$ cat src/include/mmt_cfg.svh
`ifndef MMT_CFG_SVH
`define MMT_CFG_SVH

// register indices; byte address is four times the index
`define MMT_IDX_RELOAD_LO   8'h8e
`define MMT_IDX_RELOAD_HI   8'h8f
`define MMT_IDX_SNAP_LO     8'h91
`define MMT_IDX_SNAP_HI     8'h92
`define MMT_IDX_MODE        8'h96
`define MMT_IDX_CLEAR       8'h97

// mode/status register fields
`define MMT_BIT_START       0
`define MMT_BIT_CAUSE       1
`define MMT_BIT_M0          2
`define MMT_BIT_M1          3
`define MMT_BIT_M2          4
`define MMT_BIT_PRESCALE_LOW_BIT        5
`define MMT_BIT_PRESCALE_HIGH_BIT        6
`define MMT_BIT_ZERO        7
// clear register field
`define MMT_BIT_CLEAR       6

// reset values
`define MMT_RST_RELOAD      8'hff
`define MMT_RST_SNAP        8'h00
`define MMT_RST_MODE        8'h01
`define MMT_RST_CLEAR       8'hff
`define MMT_CNT_TOP         16'hffff

// prescaler divide ratios of the oscillator clock
`define MMT_DIV_48          6'd48
`define MMT_DIV_24          6'd24
`define MMT_DIV_12          6'd12

`endif

$ cat src/include/mmt_pkg.sv
package mmt_pkg;

  // mode bits {m2, m1, m0}
  typedef enum logic [2:0] {
    MMT_WATCHDOG = 3'b000,
    MMT_INTERRUPT = 3'b001,
    MMT_POLLING = 3'b011,
    MMT_CAPTURE1 = 3'b101,
    MMT_CAPTURE0 = 3'b111
  } mmt_mode_type;

endpackage

$ cat src/hw/mmt_timer.sv
// How it works
// - software writes a 16-bit reload value as low and high byte.
// - once watchdog mode runs, reload byte writes are ignored.
// - 16-bit snapshot bytes are read/write; plain scratch outside capture.
// - three mode bits pick five modes; frozen once watchdog runs.
// - watchdog can be started and cleared but never stopped.
// - missing watchdog clear lets counter underflow into an internal reset.
// - counter counts down outside capture; reload defaults to ffff after external reset.
// - watchdog loads reload value on start and every clear.
// - watchdog reset keeps mode and reload, sets cause flag, restarts ffff.
// - interrupt mode underflow raises request and source flag bit 1.
// - interrupt mode reloads at underflow; reload rewrite and clear allowed.
// - polling mode reaching zero gives no reset, no interrupt; reloads.
// - capture 0: first falling edge restarts, later edges latch then restart.
// - capture start value is complement of reload bytes.
// - capture ends on mode change or reset; last snapshot stays on a mode change, reset clears it to 00.
// - capture 1 requests interrupt per capture or overflow; zero flag tells.
// - any access to the mode/status register clears the zero flag.
// - clear bit set before start bit reloads; clear bit self-clears.
`include "mmt_cfg.svh"

module mmt_timer #(
  parameter int ADDR_WIDTH = 12
) (
  input  wire logic                  clk,
  input  wire logic                  rst_b,
  input  wire logic                  psel,
  input  wire logic                  penable,
  input  wire logic                  pwrite,
  input  wire logic [ADDR_WIDTH-1:0] paddr,
  input  wire logic [31:0]           pwdata,
  output logic      [31:0]           prdata,
  output logic                       pready,
  output logic                       pslverr,
  input  wire logic                  timestampEdgeInputPin,
  input  wire logic                  timerPwmInterruptEnable,
  input  wire logic                  globalInterruptEnable,
  output logic                       interruptRequest,
  output logic                       sourceFlagSet,
  output logic                       internalResetOut
);

  // ****************************************************************
  // elaboration check
  // ****************************************************************
  // the highest register sits at byte address 0x25c
  if (ADDR_WIDTH < 10 || ADDR_WIDTH > 32) begin : g_bad_width
    $error("mmt_timer: ADDR_WIDTH must be 10 to 32");
  end

  // ****************************************************************
  // register state
  // ****************************************************************
  logic [7:0]  reloadLo;
  logic [7:0]  reloadHi;
  logic [7:0]  snapLo;
  logic [7:0]  snapHi;
  logic [2:0]  modeBits;
  logic [1:0]  prescale;
  logic        resetCause;
  logic        zeroFlag;
  logic        startBit;
  logic        clearPending;
  logic        running;
  logic        captureArmed;
  logic [15:0] counter;
  logic [5:0]  preCount;
  logic        syncA;
  logic        syncB;
  logic        syncPrev;

  // ****************************************************************
  // decode helpers
  // ****************************************************************
  // address decode is needed for both read mux and write strobes
  function automatic logic hit(input logic [ADDR_WIDTH-1:0] a,
                               input logic [7:0] idx);
    hit = (a == ADDR_WIDTH'({idx, 2'b00}));
  endfunction

  // capture modes share the m0/m2 pattern
  function automatic logic isCapture(input logic [2:0] m);
    isCapture = (m == mmt_pkg::MMT_CAPTURE0) ||
                (m == mmt_pkg::MMT_CAPTURE1);
  endfunction

  // ****************************************************************
  // bus decode
  // ****************************************************************
  wire accessDone = psel & penable & pready;
  wire wrDone     = accessDone & pwrite;
  wire selRelLo   = hit(paddr, `MMT_IDX_RELOAD_LO);
  wire selRelHi   = hit(paddr, `MMT_IDX_RELOAD_HI);
  wire selSnapLo  = hit(paddr, `MMT_IDX_SNAP_LO);
  wire selSnapHi  = hit(paddr, `MMT_IDX_SNAP_HI);
  wire selMode    = hit(paddr, `MMT_IDX_MODE);
  wire selClear   = hit(paddr, `MMT_IDX_CLEAR);
  wire selAny     = selRelLo | selRelHi | selSnapLo | selSnapHi |
                    selMode | selClear;
  wire [7:0] wByte = pwdata[7:0];

  // ****************************************************************
  // mode and control decode
  // ****************************************************************
  wire isWatchdog = (modeBits == mmt_pkg::MMT_WATCHDOG);
  wire isIntMode  = (modeBits == mmt_pkg::MMT_INTERRUPT);
  wire isCap      = isCapture(modeBits);
  wire isCap1     = (modeBits == mmt_pkg::MMT_CAPTURE1);
  wire wdLocked   = isWatchdog & running;
  wire wrMode     = wrDone & selMode;
  wire wrStart    = wrMode & wByte[`MMT_BIT_START];
  // a start write on a stopped timer starts it, on a running one with the clear bit set clears it
  wire doStart    = wrStart & ~running;
  wire doClear    = wrStart & running & clearPending;
  wire doLoad     = doStart | doClear;
  wire [2:0] newMode = {wByte[`MMT_BIT_M2], wByte[`MMT_BIT_M1],
                        wByte[`MMT_BIT_M0]};
  wire [2:0] effMode = wdLocked ? modeBits : newMode;
  wire modeChange = wrMode & (effMode != modeBits);
  wire [15:0] reloadVal = {reloadHi, reloadLo};
  wire [15:0] capStart  = ~reloadVal;

  // ****************************************************************
  // prescaler
  // ****************************************************************
  // prescale_high_bit set wins over prescale_low_bit, giving the /12 choice
  wire [5:0] preDiv = prescale[1] ? `MMT_DIV_12 :
                      (prescale[0] ? `MMT_DIV_24 : `MMT_DIV_48);
  // a prescale change mid-period may leave preCount above the new top
  wire tick = running & (preCount >= preDiv - 6'd1);

  // ****************************************************************
  // capture pin edge detect
  // ****************************************************************
  // the edge looks only at the second stage and the stage after it
  wire fallEdge = syncPrev & ~syncB;
  wire capEvent = running & isCap & fallEdge & captureArmed;
  wire capFirst = running & isCap & fallEdge & ~captureArmed;

  // ****************************************************************
  // counter events
  // ****************************************************************
  wire downZero = tick & ~isCap & (counter == 16'h0000);
  wire upWrap   = tick & isCap & (counter == `MMT_CNT_TOP);
  wire wdFire   = downZero & isWatchdog;
  wire intFire  = (downZero & isIntMode) |
                  (isCap1 & (capEvent | upWrap));
  wire zeroSet  = downZero | (isCap1 & upWrap);

  // ****************************************************************
  // next counter value
  // ****************************************************************
  logic [15:0] next_counter;
  always_comb begin
    next_counter = counter;
    if (doLoad) begin
      // the start write names the mode the load must serve
      next_counter = isCapture(effMode) ? capStart :
                     reloadVal;
    end else if (wdFire) begin
      next_counter = `MMT_CNT_TOP;
    end else if (capFirst || capEvent) begin
      next_counter = capStart;
    end else if (downZero) begin
      next_counter = reloadVal;
    end else if (tick && isCap) begin
      next_counter = counter + 16'h0001;
    end else if (tick) begin
      next_counter = counter - 16'h0001;
    end
  end

  // ****************************************************************
  // read mux
  // ****************************************************************
  wire [7:0] modeRead = {zeroFlag, prescale[1], prescale[0],
                         modeBits[2], modeBits[1], modeBits[0],
                         resetCause, startBit};
  wire [7:0] clearRead = {1'b1, clearPending, 6'h3f};
  wire [7:0] rdByte =
    selRelLo  ? reloadLo :
    selRelHi  ? reloadHi :
    selSnapLo ? snapLo :
    selSnapHi ? snapHi :
    selMode   ? modeRead :
    selClear  ? clearRead : 8'h00;

  // ****************************************************************
  // apb slave
  // ****************************************************************
  // one wait state so that read data and error come from flops
  always_ff @(posedge clk) begin
    if (!rst_b) begin
      pready  <= 1'b0;
      prdata  <= 32'h0000_0000;
      pslverr <= 1'b0;
    end else begin
      pready  <= psel & penable & ~pready;
      prdata  <= {24'h00_0000, rdByte};
      pslverr <= psel & penable & ~pready & ~selAny;
    end
  end

  // ****************************************************************
  // reload bytes
  // ****************************************************************
  // software writes vanish once the watchdog has been started
  always_ff @(posedge clk) begin
    if (!rst_b) begin
      reloadLo <= `MMT_RST_RELOAD;
      reloadHi <= `MMT_RST_RELOAD;
    end else begin
      if (wrDone && selRelLo && !wdLocked) begin
        reloadLo <= wByte;
      end
      if (wrDone && selRelHi && !wdLocked) begin
        reloadHi <= wByte;
      end
    end
  end

  // ****************************************************************
  // snapshot bytes
  // ****************************************************************
  // a capture in the same cycle as a software write wins
  always_ff @(posedge clk) begin
    if (!rst_b) begin
      snapLo <= `MMT_RST_SNAP;
      snapHi <= `MMT_RST_SNAP;
    end else if (capEvent) begin
      snapLo <= counter[7:0];
      snapHi <= counter[15:8];
    end else begin
      if (wrDone && selSnapLo) begin
        snapLo <= wByte;
      end
      if (wrDone && selSnapHi) begin
        snapHi <= wByte;
      end
    end
  end

  // ****************************************************************
  // mode/status register
  // ****************************************************************
  // the watchdog reset leaves mode and prescale alone
  always_ff @(posedge clk) begin
    if (!rst_b) begin
      modeBits <= 3'(`MMT_RST_MODE >> `MMT_BIT_M0);
      prescale <= 2'b00;
      startBit <= 1'b1;
    end else if (wrMode && !wdLocked) begin
      modeBits <= newMode;
      prescale <= {wByte[`MMT_BIT_PRESCALE_HIGH_BIT], wByte[`MMT_BIT_PRESCALE_LOW_BIT]};
      startBit <= wByte[`MMT_BIT_START];
    end
  end

  // reset cause survives the watchdog reset it records
  always_ff @(posedge clk) begin
    if (!rst_b) begin
      resetCause <= 1'b0;
    end else if (wdFire) begin
      resetCause <= 1'b1;
    end
  end

  // hardware set wins over the clear by access
  always_ff @(posedge clk) begin
    if (!rst_b) begin
      zeroFlag <= 1'b0;
    end else if (zeroSet) begin
      zeroFlag <= 1'b1;
    end else if (accessDone && selMode) begin
      zeroFlag <= 1'b0;
    end
  end

  // ****************************************************************
  // clear request bit
  // ****************************************************************
  // consumed by the next start write
  always_ff @(posedge clk) begin
    if (!rst_b) begin
      clearPending <= 1'(`MMT_RST_CLEAR >> `MMT_BIT_CLEAR);
    end else if (wrDone && selClear) begin
      clearPending <= wByte[`MMT_BIT_CLEAR];
    end else if (wrStart) begin
      clearPending <= 1'b0;
    end
  end

  // ****************************************************************
  // run state
  // ****************************************************************
  // there is no stop path: only the external reset halts the counter
  always_ff @(posedge clk) begin
    if (!rst_b) begin
      running <= 1'b0;
    end else if (doStart) begin
      running <= 1'b1;
    end
  end

  // first falling edge arms the capture logic and restarts the count without latching
  always_ff @(posedge clk) begin
    if (!rst_b) begin
      captureArmed <= 1'b0;
    end else if (modeChange || doStart) begin
      captureArmed <= 1'b0;
    end else if (capFirst) begin
      captureArmed <= 1'b1;
    end
  end

  // ****************************************************************
  // counter and prescaler
  // ****************************************************************
  // a load restarts the prescaler so the first period is whole
  always_ff @(posedge clk) begin
    if (!rst_b) begin
      counter  <= 16'h0000;
      preCount <= 6'd0;
    end else begin
      counter <= next_counter;
      if (doLoad || tick || !running) begin
        preCount <= 6'd0;
      end else begin
        preCount <= preCount + 6'd1;
      end
    end
  end

  // ****************************************************************
  // capture pin synchroniser
  // ****************************************************************
  always_ff @(posedge clk) begin
    if (!rst_b) begin
      syncA    <= 1'b1;
      syncB    <= 1'b1;
      syncPrev <= 1'b1;
    end else begin
      syncA    <= timestampEdgeInputPin;
      syncB    <= syncA;
      syncPrev <= syncB;
    end
  end

  // ****************************************************************
  // event outputs
  // ****************************************************************
  // polling mode never drives these, so zero there is silent
  always_ff @(posedge clk) begin
    if (!rst_b) begin
      interruptRequest <= 1'b0;
      sourceFlagSet    <= 1'b0;
      internalResetOut <= 1'b0;
    end else begin
      interruptRequest <= intFire & timerPwmInterruptEnable &
                          globalInterruptEnable;
      sourceFlagSet    <= intFire;
      internalResetOut <= wdFire;
    end
  end

endmodule // mmt_timer

$ cat config.mk
export PLATFORM = sky130hd
export DESIGN_NAME = mmt_timer
export DESIGN_NICKNAME = d
export VERILOG_FILES = /design/src/include/mmt_pkg.sv /design/src/hw/mmt_timer.sv
export VERILOG_INCLUDE_DIRS = /design/src /design/src/include
export SDC_FILE = /design/constraint.sdc
export NUM_CORES = 1
export LEC_CHECK = 0
export ABC_AREA = 0
export BUFFER_PORTS_ARGS = -buffer_cell sky130_fd_sc_hd__buf_2
export CORE_MARGIN = 1
export CORE_UTILIZATION = 40
export CTS_CLUSTER_DIAMETER = 50
export DETAILED_ROUTE_END_ITERATION = 10
export PLACE_DENSITY_LB_ADDON = 0.1
export REMOVE_ABC_BUFFERS = 1
export SLEW_MARGIN = 20
export SYNTH_ARGS = -nofsm -noshare
export SYNTH_HDL_FRONTEND = slang
export SYNTH_SLANG_ARGS = --single-unit
export TNS_END_PERCENT = 5
$ cat constraint.sdc
create_clock -name clk -period 6.9 [get_ports clk]
set_clock_uncertainty 0.05 [all_clocks]
set_input_delay 0.69 -clock clk [delete_from_list [all_inputs] [get_ports clk]]
set_output_delay 0.69 -clock clk [all_outputs]
set_load 0.005 [all_outputs]
==> flow_summary.ini <==
[route]
dr.pass1.iters = 6
wl_per_cell_um = 19.2
via_per_inst = 5.89
drt_iter0_markers = 425
vias = 4806
totalWireLength_um = 15600
drcViolationCount = 0
final_antenna_net_count = 0

[layout]
nets = 717
drive_gt1_frac = 0.116
syn_to_final_growth_pct = 9.87
diodes = 0
final_cell_mix = nand2_1, dfxtp_1, a21oi_1
layout.cells.non_filler = 816

[synthesis]
async_flop_share = 0
yosys-mux-area-fraction = 0.0432
synthSimpleGateAreaFrac = 0.220
netlist_area_mm2 = 0.00510
synth.distinct_cells = 67
synth.ff_latch_count = 81
postSynthCellCount = 625
synth_compound_area_frac = 0.231
synth_edf_count = 0
ys_seq_area_frac = 0.318
yosys_warnings = 0
synth_xor_area_frac = 0.0533
yosysTopAreaCellShare = 0.318
ys.flop_type = dfxtp_1
synth_top_area_cell = dfxtp_1
synthAdderAreaFrac = 0.0530
syn_area_per_cell_um2 = 8.16
synth_area_leaders = dfxtp_1, nand2_1, ha_1, a21oi_1, mux2i_1
synth_top_family_by_area = compound AO/OA/AOI/OAI gates

[flow_run]
cap_violations = 0

[setup_path]
required_ns = 7.09
cp-start-kind = register
ff2ff_path_depth = 18
crit_path_start = prescale[1]
r2r_start = prescale[1]
reg2reg_to = counter[12]
cp_top_family = compound AO/OA/AOI/OAI gates
cp-endpoint = counter[12]
path_max_fanout = 16
cp_num_buf_inv = 2
crit_slowest_cell = a211oi_1
arrival_ns = 5.29
path_cells = nand2b_1, inv_1, ha_1, o21ai_0, o21ai_0, o211ai_1, nor2_1, inv_1, ha_1, nor2b_1, o2111ai_1, nand4_1, a211oi_1, o21bai_1, a21oi_1, xor2_1, o2111ai_1, a32o_1
crit_type = reg -> reg
cp-end-kind = register
crit_cells = 18
r2r_setup_slack_ns = 1.80
max_stage_delay_ns = 0.51

[worst_hold_path]
hp-class = reg -> reg

[global_route]
grt-busiest-layer = met2
grt_pass1_vias = 4309
grt_use_met3 = 0.0438
gr-usage-met1 = 0.339
grtUsageTotal = 0.248
grt_overflow = 0
grt_antenna_before_repair = 0
grt_pass1_wl_um = 24600
grt_max_degree = 41
gr-usage-met2 = 0.400

[sta]
whs_ns = 0.361
report.final.setup_viol = 0
max_freq_ghz = 0.196
slew_headroom = 0.294
worst-slew-pin-transition_ns = 1.06
min_period_over_period = 0.739
finalHoldViolCount = 0
rsz0062_at_grt = no
slew_viol_final = 0
final.setup.tns_ns = 0
period_needed_ns = 5.10

[floorplanning]
initial_core_util = 0.417
die-area_mm2 = 0.0132
fp.dieW_um = 115
pin_count = 89
num_rows = 40
core_area_mm2 = 0.0122
die_h_um = 115

[clocking]
cts_tree = done
cts_made_buffers = 9
postCtsSetupRepairBufs = 0
clk_latency_ns = 0.35
hold_buffers = 0
cts.path.max_buffers = 2
root_buffer = clkbuf_16
ctsResizeCount = 0
cts_sinks = 81
clkSlewWorstSetupHoldPaths_ns = 0.06
htreeDepth = 3

[power]
power_leakage_nw = 2.27
peakVddDrop_uv = 133
p_per_area_mw_per_mm2 = 179

[status]
status = finished, final reports clean

[place]
dp.cells = 801
portBuffers = 40
gp_congestion = 0.831
hpwlAfterDp_um = 10900
## area by class of cell
| class | instances | area [µm²] |
|---|---|---|
| Clock buffer | 11 | 243 |
| Timing Repair Buffer | 46 | 245 |
| Tap cell | 168 | 210 |
| Fill cell | 1253 | 6610 |
| Multi-Input combinational cell | 488 | 3160 |
| Sequential cell | 81 | 1620 |
| Inverter | 18 | 67.6 |
| Clock inverter | 4 | 53.8 |
## synth_stat cells (3+ instances only)
master	count
nand2b_1	7
a31oi_1	4
xnor2_1	16
o21bai_1	3
nor3_1	13
nand2_1	81
or3_1	4
a222oi_1	6
a22o_1	6
inv_1	18
o21a_1	3
mux2i_1	22
and3_1	6
nor2_1	40
dfxtp_1	81
o211ai_1	18
nor2b_1	7
o311ai_0	7
a211oi_1	21
buf_2	3
o22ai_1	4
nand3_1	27
xor2_1	15
a221o_1	3
nand4_1	9
o21ai_0	15
and4_1	4
a21o_1	6
nor4_1	6
clkbuf_1	28
buf_4	26
a221oi_1	10
a21oi_1	44
ha_1	20
## kinds of logic (layout without fill, tap and decap cells)
| kind of cell | count (synthesis) | in the layout |
|---|---|---|
| other cells | 1 | 24 |
| xor+xnor | 31 | 31 |
| simple gates | 223 | 223 |
| fa+ha+maj | 21 | 21 |
| mux | 22 | 22 |
| compound gates | 167 | 167 |
| flops | 81 | 81 |
| buf+inv | 79 | 79 |
## where the power goes
group	switching (mW)	internal, mW	total [mW]	leakage, nW
logic	0.0264	0.0127	0.0391	1.47
registers	0.000620	0.469	0.469	0.654
clock network	0.205	0.289	0.494	0.138
total	0.232	0.770	1.00	2.27
## stage by stage
step	instance area (µm²)	total power, mW	worst slack, ns	util
3_3_place_gp	5300	0.518	2.03	0.434
5_1_grt	5600	1.04	1.39	0.459
6_report	5600	1.00	1.80	0.459
4_1_cts	5600	1.01	1.80	0.459
3_5_place_dp	5300	0.518	1.84	0.434
2_1_floorplan	4840	0.497	2.97	-
## how the worst min path moves through the flow
stage	to	slack, ns	depth (start not counted)	from
after floorplan	syncB	0.34	1	syncA
after global placement	syncB	0.35	1	syncA
after detailed placement	syncB	0.35	1	syncA
after CTS	syncB	0.37	1	syncA
after global routing	syncB	0.43	1	syncA
final	syncB	0.36	1	syncA
## layer usage
metal,routed length [µm],part of all wire
met1,7360,0.47
met2,7190,0.46
met3,834,0.053
met5,0,0
met4,252,0.016
## flip-flops by register name, indices dropped and copies added, names as in the netlist, 2 cells and up
signal	flops
counter	16
prdata	8
reloadHi	8
reloadLo	8
snapHi	8
snapLo	8
preCount	6
modeBits	3
prescale	2
Note: power is estimated with default switching activity, not from simulation.
